## config.mk

```make
export PLATFORM = sky130hd
export DESIGN_NAME = snbm_uart
export DESIGN_NICKNAME = d
export VERILOG_FILES = /design/src/hw/snbm_pkg.sv /design/src/hw/snbm_uart.sv
export SDC_FILE = /design/constraint.sdc
export NUM_CORES = 1
export LEC_CHECK = 0
export BUFFER_PORTS_ARGS = -buffer_cell sky130_fd_sc_hd__buf_2
export CORE_MARGIN = 1.5
export CORE_UTILIZATION = 45
export DETAILED_ROUTE_END_ITERATION = 8
export HOLD_SLACK_MARGIN = 0.15
export PLACE_DENSITY = 0.59
export SYNTH_ARGS = -nofsm -noshare
export SYNTH_HDL_FRONTEND = slang
export SYNTH_SLANG_ARGS = --single-unit
```

## constraint.sdc

```tcl
create_clock -name clk -period 6.8 [get_ports clk]
set_input_delay 1.36 -clock clk [delete_from_list [all_inputs] [get_ports clk]]
set_output_delay 1.36 -clock clk [all_outputs]
set_load 0.01 [all_outputs]
```

## src/hw/snbm_pkg.sv

```systemverilog
// constants and types of the nine-bit multiprocessor serial port
package snbm_pkg;
  localparam logic [7:0] SNBM_A_PWR = 8'h87;
  localparam logic [7:0] SNBM_A_SCTL = 8'h98;
  localparam logic [7:0] SNBM_A_SERIAL_BUFFER = 8'h99;
  localparam logic [7:0] SNBM_A_SLAVE_ADDRESS = 8'hA9;
  localparam logic [7:0] SNBM_A_SMASK = 8'hB9;
  localparam int SNBM_B_MSHI = 7;
  localparam int SNBM_B_MSLO = 6;
  localparam int SNBM_B_MPEN = 5;
  localparam int SNBM_B_REN = 4;
  localparam int SNBM_B_TX9 = 3;
  localparam int SNBM_B_RX9 = 2;
  localparam int SNBM_B_TXD = 1;
  localparam int SNBM_B_RXD = 0;
  localparam int SNBM_B_BAUD2 = 7;
  localparam int SNBM_B_FEVIEW = 6;
  localparam logic [7:0] SNBM_RST_BYTE = 8'h00;
  localparam logic [3:0] SNBM_BITS_M1 = 4'hA;
  localparam logic [3:0] SNBM_BITS_M23 = 4'hB;
  localparam logic [3:0] SNBM_SLICE_LAST = 4'hF;
  localparam logic [3:0] SNBM_SMP_A = 4'h7;
  localparam logic [3:0] SNBM_SMP_C = 4'h9;
  localparam logic [3:0] SNBM_M0_LAST_FAST = 4'h3;
  localparam logic [3:0] SNBM_M0_LAST_SLOW = 4'hB;
  localparam logic [3:0] SNBM_M0_LO_FAST = 4'h1;
  localparam logic [3:0] SNBM_M0_LO_SLOW = 4'h3;
  localparam logic [3:0] SNBM_M0_HI_FAST = 4'h3;
  localparam logic [3:0] SNBM_M0_HI_SLOW = 4'h9;
  localparam logic [2:0] SNBM_M0_BITS_LAST = 3'h7;
  typedef struct packed {
    logic [7:0] addr;
    logic wr;
    logic rd;
    logic [7:0] wdata;
  } snbm_sfr_req_t;
  typedef enum logic [2:0] {TX_IDLE = 3'b001, TX_SEND = 3'b010, TX_M0 = 3'b100} snbm_tx_st_t;
  typedef enum logic [1:0] {RX_IDLE = 2'b01, RX_BUSY = 2'b10} snbm_rx_st_t;
endpackage

```

## src/hw/snbm_uart.sv

```systemverilog
// nine-bit multiprocessor serial port with address recognition
// How it works
// RULE_01: mode 2 frame: start, 8 data, ninth, stop
// RULE_02: mode 2 rate is clock over 32/64
// RULE_03: tx bits launch at counter rollovers
// RULE_04: done flag set at eleventh rollover
// RULE_05: receive only while receive enable set
// RULE_06: falling edge resets the receive slice counter
// RULE_07: bit is majority of slices 7-9
// RULE_08: nonzero start bit aborts reception
// RULE_09: load buffer only if flag clear, qualified
// RULE_10: after mid stop, watch for edge again
// RULE_11: mode 3 is mode 2 at timer rate
// RULE_12: mode pair selects four frame types
// RULE_13: any buffer write starts transmission
// RULE_14: mode 0 receive starts on enable, flag clear
// RULE_15: framing error sticky until software clears
// RULE_16: bit 7 shows error or mode bit
// RULE_17: software selects error view when accessing
// RULE_18: given address compares masked bits only
// RULE_19: broadcast is address OR mask, zeros ignored
// RULE_20: multiproc frames need qualifier and address match
// RULE_21: addresses carry ninth bit; slaves toggle enable
// RULE_22: address and mask reset to zero
// RULE_23: buffer write to tx, read from rx
// RULE_24: timer modes use overflow over 16/32
// RULE_25: mode 0 rate clock over 12 or 4
// RULE_26: baud select high divides by 32
// RULE_27: done flags sticky, request interrupt
`timescale 1ns/10ps
`default_nettype none
module snbm_uart
  import snbm_pkg::*;
(
  input wire logic clk,
  input wire logic srst,
  input wire logic ce,
  input wire snbm_sfr_req_t sfr_req,
  output logic [7:0] sfr_rdata,
  input wire logic t1_ovf,
  input wire logic rxd_i,
  output logic rxd_o,
  output logic rxd_oe,
  output logic txd_o,
  output logic irq
);
  logic sm0_q, sm1_q, sm2_q, ren_q, tb8_q, rb8_q, ti_q, ri_q, fe_q, baud_double_select_q, frame_error_view_select_q;
  logic [7:0] slave_address_q, slave_address_mask_q, rbuf_q, rdata_q;
  logic [1:0] pre_q;
  logic t1h_q;
  logic [3:0] tx16_q, rx16_q, txn_q, rxn_q, ph_q;
  logic [2:0] rs_q, m0n_q;
  logic rxf_q, rxprev_q, dir_q, txd_q, rxo_q, rxoe_q, irq_q;
  logic [1:0] samp_q;
  logic [10:0] txsr_q;
  logic [8:0] rxsr_q;
  snbm_tx_st_t tx_st_q;
  snbm_rx_st_t rx_st_q;

  wire wr_sctl = ce & sfr_req.wr & (sfr_req.addr == SNBM_A_SCTL);
  wire wr_serial_buffer = ce & sfr_req.wr & (sfr_req.addr == SNBM_A_SERIAL_BUFFER);
  wire wr_pwr = ce & sfr_req.wr & (sfr_req.addr == SNBM_A_PWR);
  wire wr_sadr = ce & sfr_req.wr & (sfr_req.addr == SNBM_A_SLAVE_ADDRESS);
  wire wr_smsk = ce & sfr_req.wr & (sfr_req.addr == SNBM_A_SMASK);
  wire [7:0] wd = sfr_req.wdata;
  wire [1:0] mode = {sm0_q, sm1_q}; // RULE_12
  wire m0 = (mode == 2'b00);
  wire [3:0] nbits = sm0_q ? SNBM_BITS_M23 : SNBM_BITS_M1; // RULE_12
  // mode 2: 16x tick every 2 or 4 clocks; timer modes: overflow, halved unless doubled
  wire tick = ce & ((mode == 2'b10) ? (baud_double_select_q ? pre_q[0] : (&pre_q)) // RULE_02 RULE_26
                                    : (t1_ovf & (baud_double_select_q | t1h_q))); // RULE_11 RULE_24
  wire tx_roll = tick & (tx16_q == SNBM_SLICE_LAST);
  wire fall = tick & rxprev_q & ~rxf_q;
  wire busy = (rx_st_q == RX_BUSY);
  wire vote = (samp_q[1] & samp_q[0]) | (samp_q[1] & rxf_q) | (samp_q[0] & rxf_q); // RULE_07
  wire decide = busy & tick & (rx16_q == SNBM_SMP_C);
  wire rx_fin = decide & (rxn_q == nbits - 4'h1) & ren_q & ~m0;
  wire [7:0] rx_byte = sm0_q ? rxsr_q[7:0] : rxsr_q[8:1];
  wire rx_qual = sm0_q ? rxsr_q[8] : vote; // RULE_20
  wire given_hit = (((rx_byte ^ slave_address_q) & slave_address_mask_q) == 8'h00); // RULE_18
  wire [7:0] bcast = slave_address_q | slave_address_mask_q; // RULE_19
  wire bcast_hit = ((rx_byte & bcast) == bcast); // RULE_19
  wire accept = ~ri_q & (~sm2_q | (rx_qual & (given_hit | bcast_hit))); // RULE_09 RULE_20 RULE_21
  wire [3:0] m0_last = sm2_q ? SNBM_M0_LAST_FAST : SNBM_M0_LAST_SLOW; // RULE_25
  wire [3:0] m0_lo = sm2_q ? SNBM_M0_LO_FAST : SNBM_M0_LO_SLOW;
  wire [3:0] m0_hi = sm2_q ? SNBM_M0_HI_FAST : SNBM_M0_HI_SLOW;
  wire in_m0 = (tx_st_q == TX_M0);
  wire m0_end = in_m0 & (ph_q == m0_last) & (m0n_q == SNBM_M0_BITS_LAST);
  // fast rate samples the last bit on the closing phase, so take it straight from the pin
  wire [7:0] m0_rx_byte = (m0_hi == m0_last) ? {rxf_q, txsr_q[7:1]} : txsr_q[7:0];
  wire tx_done = (tx_st_q == TX_SEND) & tx_roll & (txn_q == nbits - 4'h1); // RULE_04
  wire ti_set = tx_done | (m0_end & ~dir_q);
  wire ri_set = (rx_fin & accept) | (m0_end & dir_q);
  wire fe_set = rx_fin & ~vote; // RULE_15
  wire m0_rx_go = m0 & ren_q & ~ri_q & (tx_st_q == TX_IDLE); // RULE_14
  wire [7:0] sctl_rd = {frame_error_view_select_q ? fe_q : sm0_q, sm1_q, sm2_q, ren_q, tb8_q, rb8_q, ti_q, ri_q}; // RULE_16
  wire [7:0] rd_mux = (sfr_req.addr == SNBM_A_SCTL) ? sctl_rd :
                      (sfr_req.addr == SNBM_A_SERIAL_BUFFER) ? rbuf_q : // RULE_23
                      (sfr_req.addr == SNBM_A_PWR) ? {baud_double_select_q, frame_error_view_select_q, 6'h00} :
                      (sfr_req.addr == SNBM_A_SLAVE_ADDRESS) ? slave_address_q :
                      (sfr_req.addr == SNBM_A_SMASK) ? slave_address_mask_q : 8'h00;

  // control and status bits; hardware sets win over a same-cycle software clear
  always_ff @(posedge clk) begin
    if (srst) begin
      {sm0_q, sm1_q, sm2_q, ren_q, tb8_q, rb8_q, ti_q, ri_q, fe_q, baud_double_select_q, frame_error_view_select_q} <= 11'h000;
      slave_address_q <= SNBM_RST_BYTE; // RULE_22
      slave_address_mask_q <= SNBM_RST_BYTE; // RULE_22
      rbuf_q <= SNBM_RST_BYTE;
    end else if (ce) begin
      if (wr_sctl) begin
        if (frame_error_view_select_q) begin
          fe_q <= wd[SNBM_B_MSHI] | fe_set; // RULE_16 RULE_17
        end else begin
          sm0_q <= wd[SNBM_B_MSHI]; // RULE_16
          fe_q <= fe_q | fe_set;
        end
        sm1_q <= wd[SNBM_B_MSLO];
        sm2_q <= wd[SNBM_B_MPEN];
        ren_q <= wd[SNBM_B_REN];
        tb8_q <= wd[SNBM_B_TX9];
        rb8_q <= (rx_fin & accept) ? rx_qual : wd[SNBM_B_RX9];
        ti_q <= wd[SNBM_B_TXD] | ti_set; // RULE_27
        ri_q <= wd[SNBM_B_RXD] | ri_set; // RULE_27
      end else begin
        fe_q <= fe_q | fe_set; // RULE_15
        ti_q <= ti_q | ti_set; // RULE_27
        ri_q <= ri_q | ri_set; // RULE_27
        if (rx_fin & accept) begin
          rb8_q <= rx_qual; // RULE_01 RULE_09
        end
      end
      if (rx_fin & accept) begin
        rbuf_q <= rx_byte; // RULE_09 RULE_23
      end else if (m0_end & dir_q) begin
        rbuf_q <= m0_rx_byte; // RULE_14
      end
      if (wr_pwr) begin
        baud_double_select_q <= wd[SNBM_B_BAUD2];
        frame_error_view_select_q <= wd[SNBM_B_FEVIEW];
      end
      if (wr_sadr) begin
        slave_address_q <= wd;
      end
      if (wr_smsk) begin
        slave_address_mask_q <= wd;
      end
    end
  end

  // baud prescalers and free-running transmit slice counter
  always_ff @(posedge clk) begin
    if (srst) begin
      pre_q <= 2'h0;
      t1h_q <= 1'b0;
      tx16_q <= 4'h0;
    end else if (ce) begin
      pre_q <= pre_q + 2'h1;
      if (t1_ovf) begin
        t1h_q <= ~t1h_q;
      end
      if (tick) begin
        tx16_q <= tx16_q + 4'h1; // RULE_03
      end
    end
  end

  // pin synchroniser: level changes only once stages two and three agree
  always_ff @(posedge clk) begin
    if (srst) begin
      rs_q <= 3'h7;
      rxf_q <= 1'b1;
      rxprev_q <= 1'b1;
    end else if (ce) begin
      rs_q <= {rs_q[1:0], rxd_i};
      if (rs_q[1] == rs_q[2]) begin
        rxf_q <= rs_q[2];
      end
      if (tick) begin
        rxprev_q <= rxf_q; // RULE_06
      end
    end
  end

  // asynchronous receiver
  always_ff @(posedge clk) begin
    if (srst) begin
      rx_st_q <= RX_IDLE;
      rx16_q <= 4'h0;
      rxn_q <= 4'h0;
      samp_q <= 2'h0;
      rxsr_q <= 9'h000;
    end else if (ce) begin
      case (rx_st_q)
        RX_IDLE: begin
          if (~m0 & ren_q & fall) begin // RULE_05 RULE_10
            rx_st_q <= RX_BUSY;
            rx16_q <= 4'h0; // RULE_06
            rxn_q <= 4'h0;
          end
        end
        RX_BUSY: begin
          if (~ren_q | m0) begin
            rx_st_q <= RX_IDLE; // RULE_05
          end else if (tick) begin
            rx16_q <= rx16_q + 4'h1;
            if ((rx16_q >= SNBM_SMP_A) && (rx16_q < SNBM_SMP_C)) begin
              samp_q <= {samp_q[0], rxf_q}; // RULE_07
            end
            if (decide) begin
              if ((rxn_q == 4'h0) && vote) begin
                rx_st_q <= RX_IDLE; // RULE_08
              end else if (rxn_q == nbits - 4'h1) begin
                rx_st_q <= RX_IDLE; // RULE_10
              end else begin
                if (rxn_q != 4'h0) begin
                  rxsr_q <= {vote, rxsr_q[8:1]}; // RULE_01
                end
                rxn_q <= rxn_q + 4'h1;
              end
            end
          end
        end
        default: rx_st_q <= RX_IDLE;
      endcase
    end
  end

  // transmitter and mode 0 shift engine; a new buffer write restarts it
  always_ff @(posedge clk) begin
    if (srst) begin
      tx_st_q <= TX_IDLE;
      txsr_q <= 11'h7FF;
      txn_q <= 4'h0;
      ph_q <= 4'h0;
      m0n_q <= 3'h0;
      dir_q <= 1'b0;
      txd_q <= 1'b1;
      rxo_q <= 1'b1;
      rxoe_q <= 1'b0;
    end else if (ce) begin
      if (wr_serial_buffer) begin // RULE_13
        // mode 0 has no start bit: data goes out from bit 0
        txsr_q <= m0 ? {3'b111, wd} : {1'b1, sm0_q ? tb8_q : 1'b1, wd, 1'b0}; // RULE_01
        txn_q <= 4'h0;
        ph_q <= 4'h0;
        m0n_q <= 3'h0;
        dir_q <= 1'b0;
        tx_st_q <= m0 ? TX_M0 : TX_SEND;
      end else if (m0_rx_go & ~ri_set) begin
        ph_q <= 4'h0;
        m0n_q <= 3'h0;
        dir_q <= 1'b1;
        rxoe_q <= 1'b0;
        tx_st_q <= TX_M0; // RULE_14
      end else begin
        case (tx_st_q)
          TX_IDLE: begin
            txd_q <= 1'b1;
            rxoe_q <= 1'b0;
          end
          TX_SEND: begin
            if (tx_roll) begin // RULE_03
              txd_q <= txsr_q[0];
              txsr_q <= {1'b1, txsr_q[10:1]};
              txn_q <= txn_q + 4'h1;
              if (txn_q == nbits - 4'h1) begin
                tx_st_q <= TX_IDLE; // RULE_04
              end
            end
          end
          TX_M0: begin
            // shift clock low in the middle half of each bit
            txd_q <= ~((ph_q >= m0_lo) && (ph_q < m0_hi)); // RULE_25
            ph_q <= (ph_q == m0_last) ? 4'h0 : ph_q + 4'h1;
            if ((ph_q == 4'h0) && ~dir_q) begin
              rxo_q <= txsr_q[0];
              rxoe_q <= 1'b1;
              txsr_q <= {1'b1, txsr_q[10:1]};
            end
            if ((ph_q == m0_hi) && dir_q) begin
              txsr_q[7:0] <= {rxf_q, txsr_q[7:1]}; // RULE_14
            end
            if (ph_q == m0_last) begin
              m0n_q <= m0n_q + 3'h1;
              if (m0n_q == SNBM_M0_BITS_LAST) begin
                tx_st_q <= TX_IDLE;
              end
            end
          end
          default: tx_st_q <= TX_IDLE;
        endcase
      end
    end
  end

  always_ff @(posedge clk) begin
    if (srst) begin
      rdata_q <= 8'h00;
      irq_q <= 1'b0;
    end else if (ce) begin
      if (sfr_req.rd) begin
        rdata_q <= rd_mux;
      end
      irq_q <= ti_q | ri_q; // RULE_27
    end
  end

  assign sfr_rdata = rdata_q;
  assign txd_o = txd_q;
  assign rxd_o = rxo_q;
  assign rxd_oe = rxoe_q;
  assign irq = irq_q;
endmodule
`default_nettype wire

```

==> results by group <==
Clock tree
  – Sink Count: roughly 110
  – Root buffer cell: clkbuf_16
  – Number of buffers added for setup after CTS: 0
  – Clk_lat worst skew: 0.36 ns
  – CTS buffer count: 9
  – CTS tree: built
  – Clock Path Buffers: 2
  – # H-tree levels: 3
  – Hold-fix buffers, CTS: 0
  – CTS resizes: 0
  – Clk slew on worst S/H paths: 0.07 ns

Logic synthesis
  – Mapped cell area: 5698 um2
  – Synthesized Nets: between 700 and 800
  – Yosys reg bits: approximately 110
  – Synth top area share: 36.89%
  – Synth Area per Inst: 8.355 um2
  – Cells after synthesis: just under 700
  – Dominant cell type by area after synthesis: dfxtp_1
  – Post-synth ARST share: 0%
  – Synth warn: 0
  – Post-synth top flop: dfxtp_1
  – Sequential fraction of the synthesis area: 36.89%
  – Synth cell types: 74
  – Synth area leaders: dfxtp_1 (37%), mux2i_1 (8.3%), nor2_1 (6.3%)
  – EDFF count, synth: 0

STA
  – Max Slew Vio Count: 0
  – RSZ-0062 raised after global routing: false
  – FMAX: 0.2742 GHz
  – Minimum clock period: 3.647 ns
  – Slew Limit Headroom: 19.40%
  – Worst-margin pin slew: ~1.2 ns
  – Final setup violation count: 0
  – Fin. Hold Viols: 0
  – Max Clock Skew: 0.005928 ns
  – Final period utilization: a little over half
  – Post-route setup TNS: 0 ns

Routing
  – Final wirelength: between 10,000 and 15,000 um
  – Routed vias: between 4,000 and 5,000
  – Number of DRC markers in iteration 0: 424
  – Pre-antenna DRT Iters: 6
  – DRC: 0
  – Wire length per cell: 17.21 um
  – Vias per Instance: 5.750
  – Post-DRT Antenna Nets: 0

Critical path
  – Worst r2r src: sm0_q
  – WS Path Type: primary input to flop
  – Worst Setup Start Kind: primary input
  – Worst Path Max Fanout: 33
  – Worst R2R Path Depth: 7
  – Reg-to-reg setup timing slack: 3.45 ns
  – Req. time, crit path: 6.99 ns
  – R2r endpoint: rbuf_q[1]
  – CP arrival: roughly 3.8 ns
  – CP Capture Type: flop
  – Setup crit end: m0n_q[2]
  – CP startpoint: ce

Floorplanning
  – Core ar.: 12,160 um2
  – Initial core utilization: 46.85%
  – Die Height: 115.5 um
  – I/O pin cnt: 35
  – FP Rows: 40
  – Die X: 115.5 um
  – DIE AREA: 13,350 um2

Placed design
  – Routability-driven placement congestion ratio: 0.8763
  – Post-Place Cell Area: 5911 um2
  – Input/output buffers: 34
  – HPWL after detailed placement: 10,610 um

GRT
  – First-pass GRT wire length: 24,370 um
  – Total grt overflow: 0
  – Vias in the first global route: 4,643
  – Largest net degree at the start of global routing: 103
  – Initial antenna violation count: 1
  – All-layer global routing usage: 23.54%

Layout
  – Nets: 733
  – Final Util: 51.07%
  – Synth-to-layout area growth: 9.003%
  – Proportion of layout cells with a drive suffix above 1: 10.17%
  – Design Area, Final: 6211 um2

Power
  – Static Leak: 0.002524 uW
  – Pwr Density: 197.8 nW/um2
  – VDD IR max: 0.0001431 V

Min path
  – HP Class: flop to flop
  – Worst hold path depth: 2

Outcome
  – Run status: completed

Flow run
  – Max-cap viol count: 0
## registers in the layout (all words and copies together), names as in the netlist, 8 cells and up
register / count
txsr_q: 10
rxsr_q: 9
rbuf_q: 8
sfr_rdata: 8
slave_address_mask_q: 8
slave_address_q: 8
## critical path, cell delays in order
cell and delay, ns:
buf_2 0.49, nand2_1 0.24, or4_1 0.84, nand2_1 0.29, a21boi_2 0.37, nand2b_1 0.16
a21oi_1 0.06
## metal layers
metal | routed length (um) | part of all wire [%] | track usage [%] | vias up
met4 | 140 | 0.94 | 4.856 | 0
met5 | 0 | 0 | 0 | -
met2 | 6658 | 45 | 36.61 | 129
li1 | - | - | - | 2463
met3 | 894 | 6.0 | 5.701 | 10
met1 | 7228 | 48 | 33.32 | 2383
## cell type report
class / instances / area, um2
fillers: 1195 / 5951
multi-input cells: 519 / 3332
clock buffers: 10 / 229.0
diodes: 1 / 2.502
well taps: 168 / 210.2
clock inverters: 6 / 68.82
flip-flops and latches: 105 / 2102
inverters: 23 / 86.33
repair buffers: 35 / 180.2
## cells by family after synthesis
kind of cell	count (synthesis)	synth area share, %
AOI/OAI and AO/OA	155	18.34
DFF	105	36.89
buffers and inverters	58	4.633
adders and majority gates	18	3.909
and+or+nand+nor	272	23.36
muxes	55	9.947
xor gates and xnor gates	19	2.921
## cell usage after synthesis (6+ instances only)
library cell / instances
dfxtp_1: 105
nor2_1: 96
nand2_1: 63
a21oi_1: 61
mux2i_1: 47
clkbuf_1: 23
inv_1: 23
o21ai_0: 23
nor3_1: 21
ha_1: 17
a211o_1: 15
nand3_1: 15
nand2b_1: 12
nand4_1: 11
xnor2_1: 10
xor2_1: 9
nor3b_1: 8
and2_1: 7
buf_2: 7
nor2b_1: 7
a221oi_1: 6
## report_power, final
part	internal (uW)	total [uW]	leakage, uW	switching, uW
clock network	286	529	0.000131	243
registers	621	628	0.000849	6.69
logic	22.7	71.2	0.00154	48.5
## metrics by stage
step	cells	hold WS (ns)	setup slack, ns	total power [uW]
floorplan	682	0.4330	3.676	687.2
global placement	850	0.4404	2.973	711.0
detailed placement	850	0.4497	2.832	713.2
CTS	866	0.4600	3.189	1241
global route	866	0.4853	2.960	1274
finish	867	0.4582	3.153	1229
## cell usage in the layout (no fill, tap or decap), types with 8 or more instances in the layout
master	n
dfxtp_1	105
xnor2_1	10
xor2_1	9
inv_1	23
nor3b_1	8
o21ai_0	23
nor2_1	96
nor3_1	21
nand3_1	15
buf_2	33
nand2_1	63
nand4_1	11
a211o_1	15
a21oi_1	61
nand2b_1	12
clkbuf_16	9
ha_1	17
mux2i_1	47
## worst min path at each step
stage	from	end	slack (ns)
detailed placement	sfr_rdata[6]	sfr_rdata[6]	0.45
global placement	sfr_rdata[6]	sfr_rdata[6]	0.44
global route	sfr_rdata[6]	sfr_rdata[6]	0.49
floorplan	rbuf_q[6]	rbuf_q[6]	0.43
finish	sfr_rdata[6]	sfr_rdata[6]	0.46
CTS	sfr_rdata[6]	sfr_rdata[6]	0.46
No activity file was read; power rests on OpenSTA's default activity.
